--- config.mk ---
export PLATFORM = sky130hd
export DESIGN_NAME = serial_port_a_config_nine_bit
export DESIGN_NICKNAME = d
export VERILOG_FILES = /design/src/design/nine_bit_cfg_pkg.sv /design/src/design/serial_port_a_config_nine_bit.sv
export SDC_FILE = /design/constraint.sdc
export NUM_CORES = 1
export LEC_CHECK = 0
export BUFFER_PORTS_ARGS = -buffer_cell sky130_fd_sc_hd__buf_2
export CORE_MARGIN = 5
export CORE_UTILIZATION = 30
export CTS_CLUSTER_DIAMETER = 120
export DETAILED_ROUTE_END_ITERATION = 10
export GPL_TIMING_DRIVEN = 0
export HOLD_SLACK_MARGIN = 0.12
export MAX_ROUTING_LAYER = met4
export PLACE_DENSITY_LB_ADDON = 0.3
export REMOVE_ABC_BUFFERS = 1
export SYNTH_ARGS = -nofsm -noshare
export SYNTH_HDL_FRONTEND = slang
export SYNTH_SLANG_ARGS = --single-unit
--- constraint.sdc ---
create_clock -name clock -period 3.2 [get_ports clock]
set_input_delay 0.16 -clock clock [delete_from_list [all_inputs] [get_ports clock]]
set_output_delay 0.16 -clock clock [all_outputs]
set_load 0.02 [all_outputs]
--- src/design/nine_bit_cfg_pkg.sv ---
// constants, field positions and carrier types for the serial port configuration block
package nine_bit_cfg_pkg;
  // ----------------------------------------------------------------
  // register indices
  // ----------------------------------------------------------------
  localparam logic [7:0] ADDR_ACTIVATE = 8'h30;
  localparam logic [7:0] ADDR_BASE_HI = 8'h60;
  localparam logic [7:0] ADDR_BASE_LO = 8'h61;
  localparam logic [7:0] ADDR_IRQ_SEL = 8'h70;
  localparam logic [7:0] ADDR_OPTIONS = 8'hf0;
  localparam logic [7:0] ADDR_NB_CFG = 8'hf2;
  localparam logic [7:0] ADDR_SLAVE = 8'hf3;
  localparam logic [7:0] ADDR_MASK = 8'hf4;
  localparam logic [7:0] ADDR_BCAST = 8'hf5;
  localparam logic [7:0] ADDR_NB_IRQ_CTL = 8'hf6;
  localparam logic [7:0] ADDR_NB_IRQ_STS = 8'hf7;
  // ----------------------------------------------------------------
  // reset values and writable masks
  // ----------------------------------------------------------------
  localparam logic [7:0] RST_ACTIVATE = 8'h01;
  localparam logic [7:0] RST_BASE_HI = 8'h03;
  localparam logic [7:0] RST_BASE_LO = 8'hf8;
  localparam logic [7:0] RST_IRQ_SEL = 8'h04;
  localparam logic [7:0] RST_ZERO = 8'h00;
  localparam logic [7:0] RST_ONES = 8'hff;
  localparam logic [7:0] MASK_ACTIVATE = 8'h01;
  localparam logic [7:0] MASK_IRQ_SEL = 8'h0f;
  localparam logic [7:0] MASK_OPTIONS = 8'he3;
  localparam logic [7:0] MASK_NB_IRQ_CTL = 8'h03;
  localparam logic [7:0] MASK_NB_IRQ_STS = 8'h01;
  localparam logic [15:0] BASE_MIN = 16'h0100;
  localparam logic [15:0] BASE_MAX = 16'h0ff8;
  localparam int BASE_ALIGN_BITS = 3;
  // ----------------------------------------------------------------
  // field positions
  // ----------------------------------------------------------------
  localparam int OPT_PULSE_IRQ = 6;
  localparam int OPT_NEW_ERR = 5;
  localparam int NB_FILTER_ON = 7;
  localparam int NB_COMPARE_ONLY = 6;
  localparam int NB_LONG_HOLD = 5;
  localparam int NB_DIR_INVERT = 4;
  localparam int NB_AUTO_TX_CLR = 3;
  localparam int NB_STORE_ADDR = 2;
  localparam int NB_MULTIDROP = 1;
  localparam int NB_ON = 0;
  localparam int IRQC_TYPE_MATCHED = 1;
  localparam int IRQC_ENABLE = 0;
  // baud divisors as increment over modulus of 24 mhz ticks: 13, 12, 1, 13/8
  localparam logic [3:0] DIV13_INC = 4'h1;
  localparam logic [3:0] DIV13_MOD = 4'hd;
  localparam logic [3:0] DIV12_INC = 4'h1;
  localparam logic [3:0] DIV12_MOD = 4'hc;
  localparam logic [3:0] DIV1_INC = 4'h1;
  localparam logic [3:0] DIV1_MOD = 4'h1;
  localparam logic [3:0] DIVFRAC_INC = 4'h8;
  localparam logic [3:0] DIVFRAC_MOD = 4'hd;
  localparam logic [1:0] HOLD_SHORT = 2'h1;
  localparam logic [1:0] HOLD_LONG = 2'h2;
  // ----------------------------------------------------------------
  // carrier types
  // ----------------------------------------------------------------
  typedef struct packed {
    logic is_addr;
    logic [7:0] data;
  } rx_byte_t;
  typedef struct packed {
    logic wr;
    logic rd;
    logic [7:0] index;
    logic [7:0] wdata;
  } cfg_req_t;
  typedef enum logic [1:0] {
    DIR_RECV = 2'b00,
    DIR_XMIT = 2'b01,
    DIR_HOLD = 2'b11
  } dir_state_t;
endpackage : nine_bit_cfg_pkg

--- src/design/serial_port_a_config_nine_bit.sv ---
// configuration registers and nine bit multidrop logic of the first serial port
`timescale 1ns/1ps
module serial_port_a_config_nine_bit #(
  parameter int IRQ_CHANNELS = 16
) (
  input wire logic clock,
  input wire logic srst,
  input wire logic ce,
  input wire logic ld_selected,
  input wire nine_bit_cfg_pkg::cfg_req_t cfg_req,
  output logic [7:0] cfg_rdata,
  input wire logic [15:0] io_addr,
  input wire logic io_cycle,
  output logic io_hit,
  input wire logic uart_irq_req,
  output logic [IRQ_CHANNELS-1:0] irq_lines,
  input wire logic err_orig,
  input wire logic err_new,
  output logic line_status_err,
  input wire logic ref_tick,
  output logic baud_tick,
  input wire nine_bit_cfg_pkg::rx_byte_t rx_in,
  input wire logic rx_in_valid,
  output logic rx_in_ready,
  output nine_bit_cfg_pkg::rx_byte_t rx_out,
  output logic rx_out_valid,
  input wire logic rx_out_ready,
  input wire logic bit_tick,
  input wire logic tx_busy,
  input wire logic tx_addr_sent,
  input wire logic rts_manual,
  output logic addr_byte_clear,
  output logic parity_as_addr,
  output logic rts_out
);
  import nine_bit_cfg_pkg::*;

  // channel select is four bits wide and channel zero means none
  if (IRQ_CHANNELS < 2 || IRQ_CHANNELS > 16) begin : g_bad_channels
    $error("IRQ_CHANNELS must lie between 2 and 16");
  end

  // ----------------------------------------------------------------
  // helpers
  // ----------------------------------------------------------------
  function automatic logic addr_match(input logic [7:0] b, input logic [7:0] slave,
                                      input logic [7:0] mask, input logic [7:0] bcast);
    addr_match = (((b ^ slave) & mask) == 8'h00) || (b == bcast);
  endfunction : addr_match

  function automatic logic hit(input cfg_req_t r, input logic [7:0] idx);
    hit = r.wr && (r.index == idx);
  endfunction : hit

  // ----------------------------------------------------------------
  // configuration registers
  // ----------------------------------------------------------------
  logic [7:0] activate_r;
  logic [7:0] base_hi_r;
  logic [7:0] base_lo_r;
  logic [7:0] irq_sel_r;
  logic [7:0] options_r;
  logic [7:0] nb_cfg_r;
  logic [7:0] slave_r;
  logic [7:0] mask_r;
  logic [7:0] bcast_r;
  logic [7:0] irq_ctl_r;
  logic nb_status_r;
  logic nb_irq_set;
  logic wr_ok;

  // writes are honoured only while the host has this logical device selected
  assign wr_ok = ld_selected && ce;

  always_ff @(posedge clock) begin
    if (srst) begin
      activate_r <= RST_ACTIVATE;
      base_hi_r <= RST_BASE_HI;
      base_lo_r <= RST_BASE_LO;
      irq_sel_r <= RST_IRQ_SEL;
      options_r <= RST_ZERO;
      nb_cfg_r <= RST_ZERO;
      slave_r <= RST_ZERO;
      mask_r <= RST_ONES;
      bcast_r <= RST_ONES;
      irq_ctl_r <= RST_ZERO;
    end else if (wr_ok) begin
      if (hit(cfg_req, ADDR_ACTIVATE)) activate_r <= cfg_req.wdata & MASK_ACTIVATE;
      if (hit(cfg_req, ADDR_BASE_HI)) base_hi_r <= cfg_req.wdata;
      if (hit(cfg_req, ADDR_BASE_LO)) base_lo_r <= cfg_req.wdata;
      if (hit(cfg_req, ADDR_IRQ_SEL)) irq_sel_r <= cfg_req.wdata & MASK_IRQ_SEL;
      if (hit(cfg_req, ADDR_OPTIONS)) options_r <= cfg_req.wdata & MASK_OPTIONS;
      if (hit(cfg_req, ADDR_NB_CFG)) nb_cfg_r <= cfg_req.wdata;
      if (hit(cfg_req, ADDR_SLAVE)) slave_r <= cfg_req.wdata;
      if (hit(cfg_req, ADDR_MASK)) mask_r <= cfg_req.wdata;
      if (hit(cfg_req, ADDR_BCAST)) bcast_r <= cfg_req.wdata;
      if (hit(cfg_req, ADDR_NB_IRQ_CTL)) irq_ctl_r <= cfg_req.wdata & MASK_NB_IRQ_CTL;
    end
  end

  // status: hardware set wins over a software write of zero in the same cycle
  always_ff @(posedge clock) begin
    if (srst) begin
      nb_status_r <= 1'b0;
    end else if (ce) begin
      if (nb_irq_set) begin
        nb_status_r <= 1'b1;
      end else if (wr_ok && hit(cfg_req, ADDR_NB_IRQ_STS)) begin
        nb_status_r <= cfg_req.wdata[0];
      end
    end
  end

  always_ff @(posedge clock) begin
    if (srst) begin
      cfg_rdata <= RST_ZERO;
    end else if (ce) begin
      cfg_rdata <= RST_ZERO;
      if (cfg_req.rd && ld_selected) begin
        unique case (cfg_req.index)
          ADDR_ACTIVATE: cfg_rdata <= activate_r;
          ADDR_BASE_HI: cfg_rdata <= base_hi_r;
          ADDR_BASE_LO: cfg_rdata <= base_lo_r;
          ADDR_IRQ_SEL: cfg_rdata <= irq_sel_r;
          ADDR_OPTIONS: cfg_rdata <= options_r;
          ADDR_NB_CFG: cfg_rdata <= nb_cfg_r;
          ADDR_SLAVE: cfg_rdata <= slave_r;
          ADDR_MASK: cfg_rdata <= mask_r;
          ADDR_BCAST: cfg_rdata <= bcast_r;
          ADDR_NB_IRQ_CTL: cfg_rdata <= irq_ctl_r;
          ADDR_NB_IRQ_STS: cfg_rdata <= {7'h00, nb_status_r};
          default: cfg_rdata <= RST_ZERO;
        endcase
      end
    end
  end

  // ----------------------------------------------------------------
  // io base decode
  // ----------------------------------------------------------------
  logic [15:0] base;
  logic base_ok;
  logic port_on;

  assign base = {base_hi_r, base_lo_r};
  assign base_ok = (base >= BASE_MIN) && (base <= BASE_MAX);
  assign port_on = activate_r[0];

  always_ff @(posedge clock) begin
    if (srst) begin
      io_hit <= 1'b0;
    end else if (ce) begin
      // an out-of-range base decodes nothing rather than aliasing low io space
      io_hit <= io_cycle && port_on && base_ok &&
                (io_addr[15:BASE_ALIGN_BITS] == base[15:BASE_ALIGN_BITS]);
    end
  end

  // ----------------------------------------------------------------
  // interrupt routing and error select
  // ----------------------------------------------------------------
  logic irq_src;
  logic irq_src_d_r;
  logic nb_irq_r;

  assign irq_src = port_on && (uart_irq_req || nb_irq_r);

  always_ff @(posedge clock) begin
    if (srst) begin
      irq_src_d_r <= 1'b0;
      irq_lines <= '0;
      line_status_err <= 1'b0;
    end else if (ce) begin
      irq_src_d_r <= irq_src;
      line_status_err <= options_r[OPT_NEW_ERR] ? err_new : err_orig;
      for (int i = 0; i < IRQ_CHANNELS; i++) begin
        // channel zero means no irq routed
        irq_lines[i] <= (i != 0) && (irq_sel_r[3:0] == 4'(i)) &&
                        (options_r[OPT_PULSE_IRQ] ? (irq_src && !irq_src_d_r) : irq_src);
      end
    end
  end

  // ----------------------------------------------------------------
  // baud clock enable from the 24 mhz tick
  // ----------------------------------------------------------------
  logic [3:0] acc_r;
  logic [3:0] div_inc;
  logic [3:0] div_mod;
  logic [4:0] acc_sum;

  always_comb begin
    unique case (options_r[1:0])
      2'b00: begin
        div_inc = DIV13_INC;
        div_mod = DIV13_MOD;
      end
      2'b01: begin
        div_inc = DIV12_INC;
        div_mod = DIV12_MOD;
      end
      2'b10: begin
        div_inc = DIV1_INC;
        div_mod = DIV1_MOD;
      end
      2'b11: begin
        div_inc = DIVFRAC_INC;
        div_mod = DIVFRAC_MOD;
      end
    endcase
  end

  assign acc_sum = {1'b0, acc_r} + {1'b0, div_inc};

  // the 1.625 divisor yields an average rate; single periods jitter by one tick
  always_ff @(posedge clock) begin
    if (srst) begin
      acc_r <= 4'h0;
      baud_tick <= 1'b0;
    end else if (ce) begin
      baud_tick <= 1'b0;
      if (ref_tick) begin
        if (acc_sum >= {1'b0, div_mod}) begin
          acc_r <= 4'(acc_sum - {1'b0, div_mod});
          baud_tick <= 1'b1;
        end else begin
          acc_r <= acc_sum[3:0];
        end
      end
    end
  end

  // ----------------------------------------------------------------
  // receive filter
  // ----------------------------------------------------------------
  logic rx_take;
  logic rx_push;
  logic rx_match;
  logic rx_ctrl_r;
  logic buf_ready_r;

  assign rx_take = rx_in_valid && buf_ready_r;
  assign rx_match = addr_match(rx_in.data, slave_r, mask_r, bcast_r);

  always_comb begin
    rx_push = rx_take;
    if (nb_cfg_r[NB_ON]) begin
      if (rx_in.is_addr) begin
        rx_push = rx_take && nb_cfg_r[NB_STORE_ADDR];
      end else begin
        rx_push = rx_take && (!nb_cfg_r[NB_FILTER_ON] || rx_ctrl_r);
      end
    end
  end

  always_ff @(posedge clock) begin
    if (srst) begin
      rx_ctrl_r <= 1'b0;
    end else if (ce) begin
      if (rx_take && rx_in.is_addr && nb_cfg_r[NB_ON] && nb_cfg_r[NB_FILTER_ON] &&
          !nb_cfg_r[NB_COMPARE_ONLY]) begin
        rx_ctrl_r <= rx_match;
      end
    end
  end

  always_comb begin
    nb_irq_set = rx_take && rx_in.is_addr && nb_cfg_r[NB_ON] && irq_ctl_r[IRQC_ENABLE] &&
                 (!irq_ctl_r[IRQC_TYPE_MATCHED] || rx_match);
    // with filtering on, a non-matching address raises nothing
    if (nb_cfg_r[NB_FILTER_ON] && !rx_match) begin
      nb_irq_set = 1'b0;
    end
  end

  always_ff @(posedge clock) begin
    if (srst) begin
      nb_irq_r <= 1'b0;
    end else if (ce) begin
      nb_irq_r <= nb_irq_set;
    end
  end

  // ----------------------------------------------------------------
  // two-entry receive buffer
  // ----------------------------------------------------------------
  rx_byte_t mem_r [2];
  logic wr_ptr_r;
  logic rd_ptr_r;
  logic [1:0] count_r;
  logic [1:0] count_nxt;
  logic pop;

  assign pop = rx_out_valid && rx_out_ready;
  assign rx_in_ready = buf_ready_r;
  assign rx_out = mem_r[rd_ptr_r];

  always_comb begin
    count_nxt = count_r;
    if (rx_push && !pop) count_nxt = 2'(count_r + 2'd1);
    if (pop && !rx_push) count_nxt = 2'(count_r - 2'd1);
  end

  always_ff @(posedge clock) begin
    if (srst) begin
      wr_ptr_r <= 1'b0;
      rd_ptr_r <= 1'b0;
      count_r <= 2'd0;
      rx_out_valid <= 1'b0;
      buf_ready_r <= 1'b1;
      mem_r[0] <= '0;
      mem_r[1] <= '0;
    end else if (ce) begin
      if (rx_push) begin
        mem_r[wr_ptr_r] <= rx_in;
        wr_ptr_r <= !wr_ptr_r;
      end
      if (pop) rd_ptr_r <= !rd_ptr_r;
      count_r <= count_nxt;
      rx_out_valid <= (count_nxt != 2'd0);
      buf_ready_r <= (count_nxt != 2'd2);
    end
  end

  // ----------------------------------------------------------------
  // transmit side: address enable clear and direction control
  // ----------------------------------------------------------------
  dir_state_t dir_r;
  logic [1:0] hold_r;
  logic driving;

  always_ff @(posedge clock) begin
    if (srst) begin
      addr_byte_clear <= 1'b0;
      parity_as_addr <= 1'b0;
    end else if (ce) begin
      parity_as_addr <= nb_cfg_r[NB_ON];
      addr_byte_clear <= tx_addr_sent && nb_cfg_r[NB_ON] && nb_cfg_r[NB_AUTO_TX_CLR];
    end
  end

  always_ff @(posedge clock) begin
    if (srst) begin
      dir_r <= DIR_RECV;
      hold_r <= 2'd0;
    end else if (ce) begin
      unique case (dir_r)
        DIR_RECV: begin
          if (tx_busy) dir_r <= DIR_XMIT;
        end
        DIR_XMIT: begin
          if (!tx_busy) begin
            dir_r <= DIR_HOLD;
            hold_r <= nb_cfg_r[NB_LONG_HOLD] ? HOLD_LONG : HOLD_SHORT;
          end
        end
        DIR_HOLD: begin
          if (tx_busy) begin
            dir_r <= DIR_XMIT;
          end else if (bit_tick) begin
            if (hold_r == 2'd1) dir_r <= DIR_RECV;
            hold_r <= 2'(hold_r - 2'd1);
          end
        end
        default: dir_r <= DIR_RECV;
      endcase
    end
  end

  assign driving = (dir_r != DIR_RECV);

  always_ff @(posedge clock) begin
    if (srst) begin
      rts_out <= 1'b1;
    end else if (ce) begin
      if (nb_cfg_r[NB_MULTIDROP]) begin
        rts_out <= !driving ^ nb_cfg_r[NB_DIR_INVERT];
      end else begin
        rts_out <= rts_manual;
      end
    end
  end
endmodule : serial_port_a_config_nine_bit

==> metrics.md <==
| Metric | Value |
|---|---|
| Commonest cells in the netlist | dfxtp_1, nand2_1, nor2_1 |
| TritonCTS clock tree | yes |
| Fillers | 2089 |
| Sw Ratio | 24.2% |
| Worst Path Max Fanout | 9 |
| Die area | 23800 µm² |
| Fin crit period | 2640 ps |
| Max-Cap Viols | 0 |
| Worst Skew | 5.59 ps |
| Non-Filler Cell Area, Final | 7750 µm² |
| DRC | 0 |
| Utilization after layout | 38.1% |
| Layout Nets | 858 |
| Layout cells sized above 1 | 18.9% |
| Most used DFF post-synth | dfxtp_1 |
| Bufs on Longest Clock Path | 2 |
| CORE AREA | 20400 µm² |
| Clk pwr share | 49.2% |
| Hold Fails Final Rpt | 0 |
| Worst slew pin tran | 1150 ps |
| Placer Congestion | 0.828 |
| I/O pin count | 99 |
| Yosys warns | 0 |
| H-tree Lvls | 4 |
| Status | complete, no violations |
| GRT overflow | 0 |
| Synth cell types | 62 |
| Pleak | 0.00324 µW |
| Die height | 154 µm |
| Initial antenna violation count | 1 |
| Row Count | 52 |
| Register area share after synthesis | 43.2% |
| First-pass GRT wire length | 29.5 mm |
| FF+latch area | 2700 µm² |
| Post-DP HPWL | 12.9 mm |
| Number of I/O port buffers | 94 |
| CP Capture Point | mem_r[0][8] |
| Syn Inst Count | 693 |
| Multi-input gate area | 3350 µm² |
| CTS sink cnt | 126 |
| FMAX | 0.379 GHz |
| Final ANT Viol Nets | 0 |
| Vias per inst | 5.01 |
| CP startpoint | rx_in[8] |
| Peak supply drop | 0.351 mV |
| Number of flops mapped to enable cells by yosys | 18 |
| Synthesized cell area | 6250 µm² |
| TritonRoute pass-1 iters | 5 |
| Skew-Pair Late Insertion Delay | 410 ps |
| Routed len/inst | 17.0 µm |
| Kind of critical path | in -> reg |
| #FFs+latches synth | 126 |
| Final period util | 82.6% |
| FF-to-FF Start | options_r[0] |
| Initial drt markers | 314 |
| Slew Viols, Final | 0 |
| Rel. slew slack | 22.2% |
| Psw | 936 µW |
| Crit end category | flip-flop |
| All-Layer GR Usage | 16.0% |
| Root cell of the clock tree | clkbuf_16 |
| Final Power | 3860 µW |
| Sequential power share | 42.7% |
| Post-place instance area | 6910 µm² |
| Asr flop ratio synth | 0% |
| Largest area contributor in the netlist | dfxtp_1 |
| Top-count cell post-synth | dfxtp_1 |
| Num CTS Buffers | 17 |
| Flop-to-flop setup slack | 590 ps |
| TNS Setup | 0 ps |
| Internal Power | 2930 µW |
| Vias in the first global route | 5171 |
| RSZ-0062 raised after global routing | no |
| R2R depth | 9 |
| Area growth, synth to finish | 24.0% |
| Arr. time, crit path | 2670 ps |
| Routed WL | 18.3 mm |
| CP Launch Type | input pin |
| Clk slew on worst S/H paths | 60 ps |
| Via Count | 5387 |
| Pwr dens | 498 nW/µm² |
| Top post-synthesis cells by area | dfxtp_1, mux2i_1, edfxtp_1 |
| Comb pwr share | 8.1% |
| Placed Cells incl. Taps | 1018 |
| Initial core utilization | 30.7% |
| Largest net degree at the start of global routing | 81 |
| Die X | 154 µm |
| Reg2reg end | acc_r[1] |
| Post-synth top area share | 34.6% |
| HP Class | in -> reg |
| Syn avg cell area | 9.02 µm² |
| Required time of the critical path | 3230 ps |
| Final cell count without fillers | 1076 |
| Endpoints failing setup | 0 |
==> metrics by stage <==
stage	hold WS [ps]	setup slack (ps)
finish	144	558
CTS	130	499
global route	151	315
floorplan	229	855
detailed placement	437	372
global placement	448	-418
==> cell type report <==
cell class              count  share of cell area, %
multi-input cells         515                   43.3
diodes                      1                 0.0323
well taps                 270                   4.36
inverters                  13                  0.630
flip-flops and latches    126                   34.9
clock buffers              19                   5.72
repair buffers            119                   9.33
clock inverters            13                   1.79
==> power groups by stage <==
stage | Sequential, µW | Combinational (µW) | Clock, µW
final | 1650 | 313 | 1900
after CTS | 1650 | 315 | 1950
after global routing | 1650 | 346 | 2020
after floorplan | 1690 | 143 | 0
after detailed placement | 1680 | 290 | 0
after global placement | 1680 | 290 | 0
==> routing by layer <==
metal	track usage, %	share of wire [%]	vias to the layer above
met3	3.44	5.0	8
met2	23.6	45	144
met4	3.15	0.65	0
met5	-	0	-
li1	-	-	2693
met1	22.7	49	2542
==> cell usage in the layout (no fill, tap or decap), types with 18 or more instances in the layout <==
master / count
a21oi_1: 24
and2_1: 23
dfxtp_1: 108
edfxtp_1: 18
mux2i_1: 56
nor2_1: 77
nand2_1: 79
buf_2: 93
dlygate4sd3_1: 25
nand3_1: 36
==> state kept, by name, summed over array words and instances (netlist names), 2 cells and up, named ones only <==
register and cells:
options_r 5, count_r 2, bcast_r 8, hold_r 2, base_hi_r 8, nb_cfg_r 8, mem_r 18, cfg_rdata 8
irq_ctl_r 2, slave_r 8, irq_lines 15, dir_r 2, acc_r 4, mask_r 8, irq_sel_r 4, base_lo_r 8
==> worst max-delay path, stage by stage <==
cell,delay [ps]
dlygate4sd3_1,530
buf_2,160
nor2b_1,140
o21ai_0,540
nand3_1,200
o21ai_0,940
==> repair_timing <==
item	CTS	global route
hold endpoints to repair	49	0
gates resized for setup	0	0
hold buffers	25	0
buffers inserted	0	0
==> worst min path at each step <==
stage                 startpoint            to  slack [ps]  depth (start not counted)
floorplan                   srst      acc_r[3]         230                          1
global placement         rts_out       rts_out         450                          1
detailed placement  cfg_rdata[0]  cfg_rdata[0]         440                          2
CTS                   cfg_req[0]  base_lo_r[0]         130                          3
global route          cfg_req[0]    bcast_r[0]         150                          3
finish                cfg_req[0]  base_lo_r[0]         140                          3
==> kinds of logic (layout without fill, tap and decap cells) <==
group	count (synthesis)	count (layout)	synth area share (%)
AOI/OAI and AO/OA	115	115	13.2
xor gates and xnor gates	30	30	4.20
adders and majority gates	8	8	1.60
buffers and inverters	52	164	3.20
DFF	126	126	43.2
muxes	71	71	11.7
other	1	2	0.0600
and+or+nand+nor	290	290	22.8
Note: power is estimated with default switching activity, not from simulation.
